===== src/design/acs_pkg.sv =====
// Package of register map, field positions and timing counts
package acs_pkg;
  // ------------------------------------------------------------
  // Register offsets
  // ------------------------------------------------------------
  localparam logic [7:0]  REG_STATUS_OFS   = 8'h20;
  localparam logic [7:0]  REG_THROTTLE_OFS = 8'h34;
  localparam logic [7:0]  REG_CONV_OFS     = 8'h35;
  // ------------------------------------------------------------
  // Reset values
  // ------------------------------------------------------------
  localparam logic [15:0] THROTTLE_RST     = 16'h8120;
  localparam logic [15:0] CONV_RST         = 16'h2000;
  localparam logic [15:0] STATUS_RST       = 16'h0000;
  // ------------------------------------------------------------
  // Field positions
  // ------------------------------------------------------------
  localparam int          THR_ADAPTER_BIT  = 0;
  localparam int          THR_BATTERY_BIT  = 1;
  localparam int          CONV_REPEAT_BIT  = 15;
  localparam int          CONV_START_BIT   = 14;
  localparam int          CONV_RANGE_BIT   = 13;
  localparam logic [15:0] CONV_WR_MASK     = 16'hE0FF;
  localparam int          ST_SOURCE_BIT    = 15;
  localparam int          ST_OPT_DONE_BIT  = 14;
  localparam int          ST_VOLT_REG_BIT  = 12;
  localparam int          ST_CUR_LIM_BIT   = 11;
  localparam int          ST_FAST_BIT      = 10;
  localparam int          ST_PRE_BIT       = 9;
  localparam int          ST_IN_OV_BIT     = 7;
  localparam int          ST_BAT_OC_BIT    = 6;
  localparam int          ST_IN_OC_BIT     = 5;
  localparam int          ST_SYS_OV_BIT    = 4;
  localparam int          ST_LATCHOFF_BIT  = 2;
  // ------------------------------------------------------------
  // Timing
  // ------------------------------------------------------------
  localparam int          CLK_HZ           = 25_000_000;
  localparam int          CONV_TIME_MS     = 10;
  localparam int          REPEAT_TIME_MS   = 1000;
  localparam int          CONV_CYCLES      = CLK_HZ / 1000 * CONV_TIME_MS;
  localparam int          REPEAT_CYCLES    = CLK_HZ / 1000 * REPEAT_TIME_MS;
  localparam int          PULSE_CYCLES     = 4;
endpackage


===== src/design/acs_edge.sv =====
// Falling edge detector with one-cycle output
`timescale 1ns/1ps
`default_nettype none
module acs_edge
(
  input  wire logic clk,
  input  wire logic reset_n,
  input  wire logic level_in,
  output var  logic fall_pulse
);
  logic prev_r;

  always_ff @(posedge clk or negedge reset_n)
  begin
    if (!reset_n)
    begin
      prev_r     <= 1'b0;
      fall_pulse <= 1'b0;
    end
    else
    begin
      prev_r     <= level_in;
      fall_pulse <= prev_r & ~level_in;
    end
  end
endmodule
`default_nettype wire


===== src/design/acs_regs.sv =====
// Converter control, throttle option and charger status registers
// ------------------------------------------------------------
// ------------------------------------------------------------
`timescale 1ns/1ps
`default_nettype none
module acs_regs
  import acs_pkg::*;
#(
  parameter int CONV_CYC   = CONV_CYCLES,
  parameter int REPEAT_CYC = REPEAT_CYCLES
)
(
  input  wire logic        core_clk,
  input  wire logic        reset_n,
  input  wire logic        reg_wr,
  input  wire logic        reg_rd,
  input  wire logic [7:0]  reg_addr,
  input  wire logic [15:0] reg_wdata,
  output var  logic [15:0] reg_rdata,
  input  wire logic        charge_ok_pin,
  input  wire logic        battery_present,
  input  wire logic        optimizer_done,
  input  wire logic        input_volt_regulating,
  input  wire logic        input_current_limiting,
  input  wire logic        fast_charging,
  input  wire logic        precharging,
  input  wire logic        input_overvoltage_fault,
  input  wire logic        battery_overcurrent_fault,
  input  wire logic        input_overcurrent_fault,
  input  wire logic        system_overvoltage_event,
  input  wire logic        latchoff_event,
  output var  logic        processor_throttle_out,
  output var  logic        results_update,
  output var  logic        converter_range_select,
  output var  logic [7:0]  chan_enables,
  output var  logic        converter_disable
);
  typedef enum logic [2:0]
  {
    ST_IDLE = 3'b001,
    ST_CONV = 3'b010,
    ST_WAIT = 3'b100
  } acs_state_t;

  acs_state_t  state_r, state_nxt;
  logic [15:0] throttle_r;
  logic [15:0] conv_r;
  logic [4:0]  faults_r;
  logic [31:0] cnt_r;
  logic [2:0]  pulse_cnt_r;
  logic        batt_en_d_r;
  logic        adapter_fall;
  logic        battery_fall;

  function automatic logic hit(input logic [7:0] a, input logic [7:0] ofs);
    hit = (a == ofs);
  endfunction

  wire wr_thr    = reg_wr & hit(reg_addr, REG_THROTTLE_OFS);
  wire wr_conv   = reg_wr & hit(reg_addr, REG_CONV_OFS);
  wire wr_stat   = reg_wr & hit(reg_addr, REG_STATUS_OFS);
  wire rd_stat   = reg_rd & hit(reg_addr, REG_STATUS_OFS);
  wire batt_en   = throttle_r[THR_BATTERY_BIT];
  wire conv_done = (state_r == ST_CONV) && (cnt_r == 32'(CONV_CYC - 1));
  wire wait_done = (state_r == ST_WAIT) && (cnt_r == 32'(REPEAT_CYC - CONV_CYC - 1));
  wire start_bit = conv_r[CONV_START_BIT];
  wire repeat_md = conv_r[CONV_REPEAT_BIT];

  // ------------------------------------------------------------
  // Throttle events
  // ------------------------------------------------------------
  acs_edge u_adapter
  (
    .clk        (core_clk),
    .reset_n    (reset_n),
    .level_in   (charge_ok_pin),
    .fall_pulse (adapter_fall)
  );

  acs_edge u_battery
  (
    .clk        (core_clk),
    .reset_n    (reset_n),
    .level_in   (battery_present),
    .fall_pulse (battery_fall)
  );

  wire throttle_fire = (adapter_fall & throttle_r[THR_ADAPTER_BIT])
                     | (battery_fall & batt_en)
                     | (batt_en & ~batt_en_d_r & ~battery_present);

  wire [15:0] status_live =
      (16'(charge_ok_pin)          << ST_SOURCE_BIT)
    | (16'(optimizer_done)         << ST_OPT_DONE_BIT)
    | (16'(input_volt_regulating)  << ST_VOLT_REG_BIT)
    | (16'(input_current_limiting) << ST_CUR_LIM_BIT)
    | (16'(fast_charging)          << ST_FAST_BIT)
    | (16'(precharging)            << ST_PRE_BIT)
    | (16'(faults_r[4])            << ST_IN_OV_BIT)
    | (16'(faults_r[3])            << ST_BAT_OC_BIT)
    | (16'(faults_r[2])            << ST_IN_OC_BIT)
    | (16'(faults_r[1])            << ST_SYS_OV_BIT)
    | (16'(faults_r[0])            << ST_LATCHOFF_BIT);

  wire [4:0] fault_set = {input_overvoltage_fault, battery_overcurrent_fault,
                          input_overcurrent_fault, system_overvoltage_event,
                          latchoff_event};
  wire [4:0] fault_clr = {{3{rd_stat}}, wr_stat & ~reg_wdata[ST_SYS_OV_BIT]
                          | ~charge_ok_pin, rd_stat};
  wire [4:0] faults_nxt = (faults_r & ~fault_clr) | fault_set;

  // ------------------------------------------------------------
  // Conversion sequencer
  // ------------------------------------------------------------
  always_comb
  begin
    state_nxt = state_r;
    unique case (state_r)
      ST_IDLE: if (start_bit) state_nxt = ST_CONV;
      ST_CONV: if (conv_done) state_nxt = repeat_md ? ST_WAIT : ST_IDLE;
      ST_WAIT: if (wait_done) state_nxt = repeat_md ? ST_CONV : ST_IDLE;
      default: state_nxt = ST_IDLE;
    endcase
  end

  always_ff @(posedge core_clk or negedge reset_n)
  begin
    if (!reset_n)
    begin
      state_r <= ST_IDLE;
      cnt_r   <= 32'h0000_0000;
    end
    else
    begin
      state_r <= state_nxt;
      cnt_r   <= (state_nxt != state_r) ? 32'h0000_0000 : cnt_r + 32'h0000_0001;
    end
  end

  // ------------------------------------------------------------
  // Registers
  // ------------------------------------------------------------
  always_ff @(posedge core_clk or negedge reset_n)
  begin
    if (!reset_n)
    begin
      throttle_r  <= THROTTLE_RST;
      conv_r      <= CONV_RST;
      faults_r    <= 5'h00;
      batt_en_d_r <= 1'b0;
    end
    else
    begin
      batt_en_d_r <= batt_en;
      faults_r    <= faults_nxt;
      if (wr_thr)
        throttle_r <= reg_wdata;
      if (wr_conv)
        conv_r <= reg_wdata & CONV_WR_MASK;
      else if (conv_done && !repeat_md)
        conv_r[CONV_START_BIT] <= 1'b0;
    end
  end

  // ------------------------------------------------------------
  // Outputs
  // ------------------------------------------------------------
  always_ff @(posedge core_clk or negedge reset_n)
  begin
    if (!reset_n)
    begin
      reg_rdata              <= 16'h0000;
      processor_throttle_out <= 1'b1;
      pulse_cnt_r            <= 3'h0;
      results_update         <= 1'b0;
      converter_range_select <= 1'b1;
      chan_enables           <= 8'h00;
      converter_disable      <= 1'b0;
    end
    else
    begin
      if (rd_stat)
        reg_rdata <= status_live;
      else if (reg_rd)
        reg_rdata <= hit(reg_addr, REG_THROTTLE_OFS) ? throttle_r :
                     hit(reg_addr, REG_CONV_OFS) ? conv_r : 16'h0000;
      if (throttle_fire)
        pulse_cnt_r <= 3'(PULSE_CYCLES);
      else if (pulse_cnt_r != 3'h0)
        pulse_cnt_r <= pulse_cnt_r - 3'h1;
      processor_throttle_out <= ~(throttle_fire | (pulse_cnt_r > 3'h1));
      results_update         <= conv_done;
      converter_range_select <= conv_r[CONV_RANGE_BIT];
      chan_enables           <= conv_r[7:0];
      converter_disable      <= faults_nxt[1];
    end
  end
endmodule
`default_nettype wire


===== config.mk =====
export PLATFORM = sky130hd
export DESIGN_NAME = acs_regs
export DESIGN_NICKNAME = d
export VERILOG_FILES = /design/src/design/acs_pkg.sv /design/src/design/acs_edge.sv /design/src/design/acs_regs.sv
export SDC_FILE = /design/constraint.sdc
export NUM_CORES = 1
export LEC_CHECK = 0
export BUFFER_PORTS_ARGS = -buffer_cell sky130_fd_sc_hd__buf_2
export CAP_MARGIN = 20
export CORE_ASPECT_RATIO = 1.4
export CORE_MARGIN = 4
export CORE_UTILIZATION = 25
export CTS_BUF_LIST = sky130_fd_sc_hd__clkbuf_4 sky130_fd_sc_hd__clkbuf_8 sky130_fd_sc_hd__clkbuf_16
export DETAILED_ROUTE_END_ITERATION = 16
export HOLD_SLACK_MARGIN = 0.15
export PLACE_DENSITY = 0.46
export SYNTH_ARGS = -nofsm -noshare
export SYNTH_HDL_FRONTEND = slang
export SYNTH_SLANG_ARGS = --single-unit

===== constraint.sdc =====
create_clock -name core_clk -period 2.66 [get_ports core_clk]
set_input_delay 0.399 -clock core_clk [delete_from_list [all_inputs] [get_ports core_clk]]
set_output_delay 0.399 -clock core_clk [all_outputs]
set_load 0.01 [all_outputs]

==> Word-level counts from Yosys, hierarchy flattened <==
Cells that the tools add are included.
{ "word_totals": {"latchBits": 0, "input_bits": 40, "mem_bits_rw": 0, "register_bits": 103, "wordCells": 86, "out_inout_bits": 28, "n_memories": 0, "rom_bits": 0} }
{ "classes": {"shifts": 0, "reduce_logical": 8, "eq_ne": 9, "mul": 0, "magnitude_cmp": 1, "n_addsub": 2, "muxes": 15, "div_mod_pow": 0, "bitwise": 33} }
{ "op_table": {"columns": ["cell", "n"], "rows": [
  ["2-to-1 mux 16 bit", 4],
  ["adder 32 x 1 -> 32 bit, second input constant", 1],
  ["== test 32 x 18 -> 1 bit, second input constant", 1],
  ["== test 32 x 25 -> 1 bit, second input constant", 1],
  ["2-to-1 mux 32 bit", 1],
  ["== test 8 x 6 -> 1 bit, second input constant", 3],
  ["2-to-1 mux 3 bit", 6],
  ["bitwise OR 16 x 10 -> 16 bit", 1],
  ["bitwise OR 16 x 11 -> 16 bit", 1],
  ["bitwise OR 16 x 12 -> 16 bit", 1],
  ["bitwise OR 16 x 13 -> 16 bit", 1],
  ["bitwise OR 16 x 15 -> 16 bit", 1],
  ["bitwise OR 16 x 3 -> 16 bit", 1],
  ["bitwise OR 16 x 5 -> 16 bit", 1],
  ["bitwise OR 16 x 6 -> 16 bit", 1],
  ["bitwise OR 16 x 7 -> 16 bit", 1],
  ["bitwise OR 16 x 8 -> 16 bit", 1],
  ["AND 1 bit", 11],
  ["one-hot mux 3 bit (3 select lines)", 1],
  ["nonzero test 2 bit", 3],
  ["AND 5 bit", 1],
  ["inverter 1 bit", 5],
  ["inverter 5 bit", 1],
  ["bitwise OR 5 bit", 1],
  ["other kinds (12)", 18]
]} }

==> Longest topological paths before layout <==
{ "depth": {"depth_word": 11, "depth_mapped": 7, "depth_no_buf": 7} }

==> Modules after synthesis <==
From an unflattened synthesis, not the netlist that was laid out.
{ "unflattened": {"cells_unflattened": 408, "hier_area_um2": 4606.9} }
{ "by_module_without_submodules": {"columns": ["mod", "cells_per_inst", "instances", "seq_area_each_um2", "area_per_inst_um2"], "rows": [
  ["acs_regs", 402, 1, 2461.1, 4479.3],
  ["acs_edge", 3, 2, 50.0, 63.8]
]} }

==> Worst setup path before layout <==
Ideal clock, no wire load.
{ "synth_timing": {"path_type": "input port to flip-flop", "startpoint": "in reg_addr[1]", "endpoint": "reg conv_r[1]", "arrival_ns": 2.094, "stages": 5, "path_buffers": 1, "setup_ns": 0.125, "slack_ns": 0.441, "t_required_ns": 2.535, "path_cell_list": "or4b_4 nor4b_4 and2_1 buf_4 mux2_2"} }
{ "synth_via": {"elab_chain_cells": 2} }
{ "synth_rtl": {"columns": ["item", "line", "rtl"], "rows": [
  ["start: declaration", "acs_regs.sv:17", "input wire logic [7:0] reg_addr,"],
  ["== test 8 x 6 -> 1 bit", "acs_regs.sv:56", "hit = (a == ofs);"],
  ["AND 1 bit", "acs_regs.sv:60", "wire wr_conv = reg_wr & hit(reg_addr, REG_CONV_OFS);"],
  ["end signal: assignment", "acs_regs.sv:159", "conv_r <= reg_wdata & CONV_WR_MASK;"],
  ["end: declaration", "acs_regs.sv:47", "logic [15:0] conv_r;"]
]} }
Every way passes these cells.
A chain may end at the register's enable or synchronous reset.

==> Worst setup path in the final report <==
{ "layout_timing": {"startpoint": "reg cnt_r[4]", "endpoint": "reg cnt_r[9]"} }
{ "layout_via": {"elab_chain_cells": 6, "elab_cells_between_ends": 10, "classes_between": "add/sub: 1; eq/ne: 3; mux: 4; reduce/logical: 2"} }
{ "layout_rtl": {"columns": ["item", "line", "rtl"], "rows": [
  ["start: declaration", "acs_regs.sv:49", "logic [31:0] cnt_r;"],
  ["start signal: assignment", "acs_regs.sv:136", "cnt_r <= (state_nxt != state_r) ? 32'h0000_0000 : cnt_r + 32'h0000_0001;"],
  ["== test 32 x 25 -> 1 bit or == test 32 x 18 -> 1 bit (tied branches)", "acs_regs.sv:65, acs_regs.sv:64", null],
  ["logical AND 1 bit, on equally long branches", "acs_regs.sv:65, acs_regs.sv:64", null],
  ["2-to-1 mux 3 bit, on equally long branches", "acs_regs.sv:121, acs_regs.sv:120", null],
  ["one-hot mux 3 bit (3 select lines)", "acs_regs.sv:118", "unique case (state_r)"],
  ["!= test 3 bit", "acs_regs.sv:136", null],
  ["2-to-1 mux 32 bit *", "acs_regs.sv:136", null]
]} }
Every way passes the cells marked *; elsewhere a longest branch is shown, timed or not.

==> impl_metrics.env <==
export IMPL_holdPathEnd="u_battery.prev_r"
export IMPL_ctsHtreeMaxLevel=3
export IMPL_synth_yosys_seq_area_share=0.5359
export IMPL_worstPathCellList="or4_4, nor4_4, nand2_2, a22oi_4, buf_12, nor4_1"
export IMPL_post_cts_resize_count=0
export IMPL_ctsHoldBuffers=1
export IMPL_maxUsedRoutingLayer="met4"
export IMPL_synth_ff_type="sky130_fd_sc_hd__dfrtp_1"
export IMPL_timing_reg2reg_setup_slack_ns=0.33
export IMPL_yosys_area_share_xor_xnor=0.05864
export IMPL_worstReg2RegStart="cnt_r[4]"
export IMPL_areaGrowthSynthToFinish_pct=20.63
export IMPL_post_route_cells_drive_above_1_share=0.3224
export IMPL_grt_ovfl_total=0
export IMPL_slowest_stage="sky130_fd_sc_hd__or4_4"
export IMPL_startpoint="cnt_r[4]"
export IMPL_dieArea_mm2=0.02143
export IMPL_synthTopCellsByArea="sky130_fd_sc_hd__dfrtp_1, sky130_fd_sc_hd__mux2_2, sky130_fd_sc_hd__xnor2_1, sky130_fd_sc_hd__dfstp_2, sky130_fd_sc_hd__nor4_1"
export IMPL_antenna_diode_count=0
export IMPL_route_layer_met1_wl_um=4961
export IMPL_insertion_delay_ns=0.34
export IMPL_crit_path_max_incr_delay_ns=0.58
export IMPL_min_period_ns=2.330
export IMPL_slew_violations=0
export IMPL_placedInstanceArea_mm2=0.005466
export IMPL_initial_utilization=0.2559
export IMPL_dr_wl_met3_um=496
export IMPL_count_of_warnings_emitted_by_yosys=0
export IMPL_area_fraction_in_compound_gates_after_synthesis=0.07565
export IMPL_number_of_buffers_created_by_cts=9
export IMPL_synth_nets=453
export IMPL_hpwl_um=8199
export IMPL_hold_path_class="input port to flop"
export IMPL_synth_avg_cell_area_um2=11.69
export IMPL_detailroute_via_count=3462
export IMPL_io_pins=68
export IMPL_grt_antenna_before_repair=0
export IMPL_global_route_wire_length_before_repair_um=19610
export IMPL_final_design_area_no_fill_mm2=0.005766
export IMPL_post_synth_adder_cell_area=0.01047
export IMPL_outcome="finished, final reports clean"
export IMPL_max_cap_violations=0
export IMPL_drt_drc=0
export IMPL_first_global_vias=3703
export IMPL_clockBufferDepth=2
export IMPL_startpoint_type="flop"
export IMPL_detailedRoute_firstIterationViolations=277
export IMPL_timing_worst_slew_pin_value_ns=0.6276
export IMPL_globalplace_congestion=0.8275
export IMPL_synth_largest_area_cell="sky130_fd_sc_hd__dfrtp_1"
export IMPL_cts_root_buf="sky130_fd_sc_hd__clkbuf_16"
export IMPL_timing_rr_end="cnt_r[9]"
export IMPL_criticalPathCategory="flop to flop"
export IMPL_design_final_nets=526
export IMPL_static_leakage_nw=2.428
export IMPL_detail_route_antenna_nets=0
export IMPL_clk_transition_reported_paths_ns=0.08
export IMPL_ys_seq_elements=102
export IMPL_skew_ns=0.009360
export IMPL_fin_setup_tns_ns=0
export IMPL_gate_count_of_the_mapped_netlist=409
export IMPL_place_port_buffers=67
export IMPL_power_ir_vdd_worst_v=0.0004733
export IMPL_critPathMaxFanout=32
export IMPL_final_cell_mix="sky130_fd_sc_hd__dfrtp_1, sky130_fd_sc_hd__buf_2, sky130_fd_sc_hd__nor2_1, sky130_fd_sc_hd__nor4_1"
export IMPL_drt_first_pass_iters=4
export IMPL_detail_routed_net_length_per_standard_cell_um=15.96
export IMPL_area_share_of_and_or_nand_nor_cells_after_synthesis=0.2220
export IMPL_worst_hold_startpoint="battery_present"
export IMPL_finalHoldViolations=0
export IMPL_number_of_enable_type_register_cells_in_the_synthesized_netlist=0
export IMPL_post_synth_mux_area_share=0.06126
export IMPL_core_area_mm2=0.01868
export IMPL_synthArstFlopShare=1.000
export IMPL_route_met2_wl_um=6073
export IMPL_place_worst_setup_slack_ns=0.3102
export IMPL_arrival_ns=2.55
export IMPL_largest_family_of_logic_cells_by_synthesized_area="simple AND/OR/NAND/NOR gates"
export IMPL_totalWireLength_um=11670
export IMPL_grt_start_max_net_pins=92
export IMPL_slew_limit_headroom=0.5798
export IMPL_final_worst_path_cycle_share=0.8760
export IMPL_netlist_area_mm2=0.004780
export IMPL_clock_tree_from_tritoncts="built"
export IMPL_synth_top_cell_area_share=0.4974
export IMPL_final_critical_path_setup_slack_ns=0.3299
export IMPL_worst_ep_required_time_ns=2.88
export IMPL_report_final_setup_viol=0
export IMPL_critPathCaptureType="flop"
export IMPL_reg2regPathDepth=6
export IMPL_numClockSinks=102
export IMPL_dieHeight_um=171.6
export IMPL_layout_cells_most_common="sky130_fd_sc_hd__dfrtp_1"
export IMPL_cell_rows=59
export IMPL_track_usage=0.1126
export IMPL_setup_repair_after_global_routing_missed_its_margin="false"
export IMPL_dieWidth_um=124.9
export IMPL_min_path_cells=1
export IMPL_ratio_of_total_power_to_cell_area_mw_per_mm2=696.0
export IMPL_achievable_freq_ghz=0.4292
export IMPL_mean_number_of_vias_per_cell=4.736
export IMPL_number_of_different_library_cells_in_the_post_synthesis_netlist=57
export IMPL_cts_setup_buffers=0
==> stage by stage <==
step | instances | power [W] | utilization | hold WS, ns
floorplan | 409 | 0.002431 | - | 0.1034
global placement | 714 | 0.002751 | 0.2927 | 0.2537
global route | 731 | 0.004257 | 0.3087 | 0.1957
detailed placement | 714 | 0.002784 | 0.2927 | 0.2575
finish | 731 | 0.004013 | 0.3087 | 0.2049
CTS | 731 | 0.004098 | 0.3087 | 0.1871
==> how the worst max path moves through the flow <==
| stage | to | slack (ns) | depth (start not counted) |
|---|---|---|---|
| after floorplan | conv_r[1] | 0.44 | 5 |
| after global placement | throttle_r[3] | 0.34 | 6 |
| after detailed placement | throttle_r[9] | 0.31 | 6 |
| after CTS | cnt_r[9] | 0.30 | 6 |
| after global routing | cnt_r[14] | 0.18 | 6 |
| final | cnt_r[9] | 0.33 | 6 |
==> worst max-delay path: cells and delay by family, from the launching register on <==
kind / cells / cell delay, ns
AND/OR/NAND/NOR: 4 / 1.28
flip-flops: 1 / 0.45
buffers and inverters: 1 / 0.24
AO/OA/AOI/OAI: 1 / 0.23
==> per-layer routing <==
| layer | vias up | global-route usage |
|---|---|---|
| met4 | 0 | 0.03443 |
| li1 | 1653 | - |
| met2 | 85 | 0.2001 |
| met1 | 1711 | 0.1355 |
| met5 | - | 0 |
| met3 | 13 | 0.02734 |
==> logic make-up (layout without fill, tap and decap cells) <==
family / Yosys count / after routing
flip-flops: 102 / 102
buffers and inverters: 33 / 111
XOR/XNOR: 32 / 32
multiplexers: 26 / 26
adder cells (fa/ha/maj): 4 / 4
AO/OA/AOI/OAI: 49 / 49
AND/OR/NAND/NOR: 163 / 163
==> Yosys cell counts, types with 2 or more instances <==
master,n
sky130_fd_sc_hd__a21o_1,4
sky130_fd_sc_hd__a21oi_1,7
sky130_fd_sc_hd__a221oi_1,6
sky130_fd_sc_hd__a222oi_1,5
sky130_fd_sc_hd__a22oi_1,4
sky130_fd_sc_hd__and2_1,3
sky130_fd_sc_hd__and3_1,8
sky130_fd_sc_hd__and4_1,2
sky130_fd_sc_hd__buf_2,6
sky130_fd_sc_hd__buf_4,7
sky130_fd_sc_hd__buf_6,2
sky130_fd_sc_hd__clkbuf_1,4
sky130_fd_sc_hd__dfrtp_1,95
sky130_fd_sc_hd__dfstp_2,7
sky130_fd_sc_hd__ha_1,4
sky130_fd_sc_hd__inv_1,13
sky130_fd_sc_hd__mux2_2,26
sky130_fd_sc_hd__nand2_1,21
sky130_fd_sc_hd__nand2_2,2
sky130_fd_sc_hd__nand2b_1,2
sky130_fd_sc_hd__nand3_1,14
sky130_fd_sc_hd__nand4_1,6
sky130_fd_sc_hd__nor2_1,30
sky130_fd_sc_hd__nor2b_1,4
sky130_fd_sc_hd__nor3_1,10
sky130_fd_sc_hd__nor4_1,28
sky130_fd_sc_hd__nor4_2,14
sky130_fd_sc_hd__nor4b_1,2
sky130_fd_sc_hd__nor4b_4,2
sky130_fd_sc_hd__o21ai_0,11
sky130_fd_sc_hd__o21ai_1,2
sky130_fd_sc_hd__or4_1,3
sky130_fd_sc_hd__xnor2_1,26
sky130_fd_sc_hd__xor2_1,6
==> power breakdown <==
part	switching (W)	internal, W
Clock	0.000616	0.000664
Combinational	0.000643	0.000350
Sequential	0.0000760	0.00166
Total	0.00134	0.00268
==> sequential cells by signal (all words and copies together) (netlist names), 3 cells and up <==
| register | flops |
|---|---|
| chan_enables | 8 |
| state_r | 3 |
| reg_rdata | 16 |
| cnt_r | 32 |
| throttle_r | 16 |
| faults_r | 5 |
| conv_r | 11 |
| pulse_cnt_r | 3 |
==> cell type report <==
class | instances | area (µm²)
clock buffer | 10 | 232.7
clock inverter | 6 | 56.30
fill | 1905 | 12910
inverter | 14 | 52.55
multi-input combinational | 274 | 2049
sequential | 102 | 2561
tap | 244 | 305.3
timing repair buffer | 81 | 508.0
Note: power is estimated with default switching activity, not from simulation.
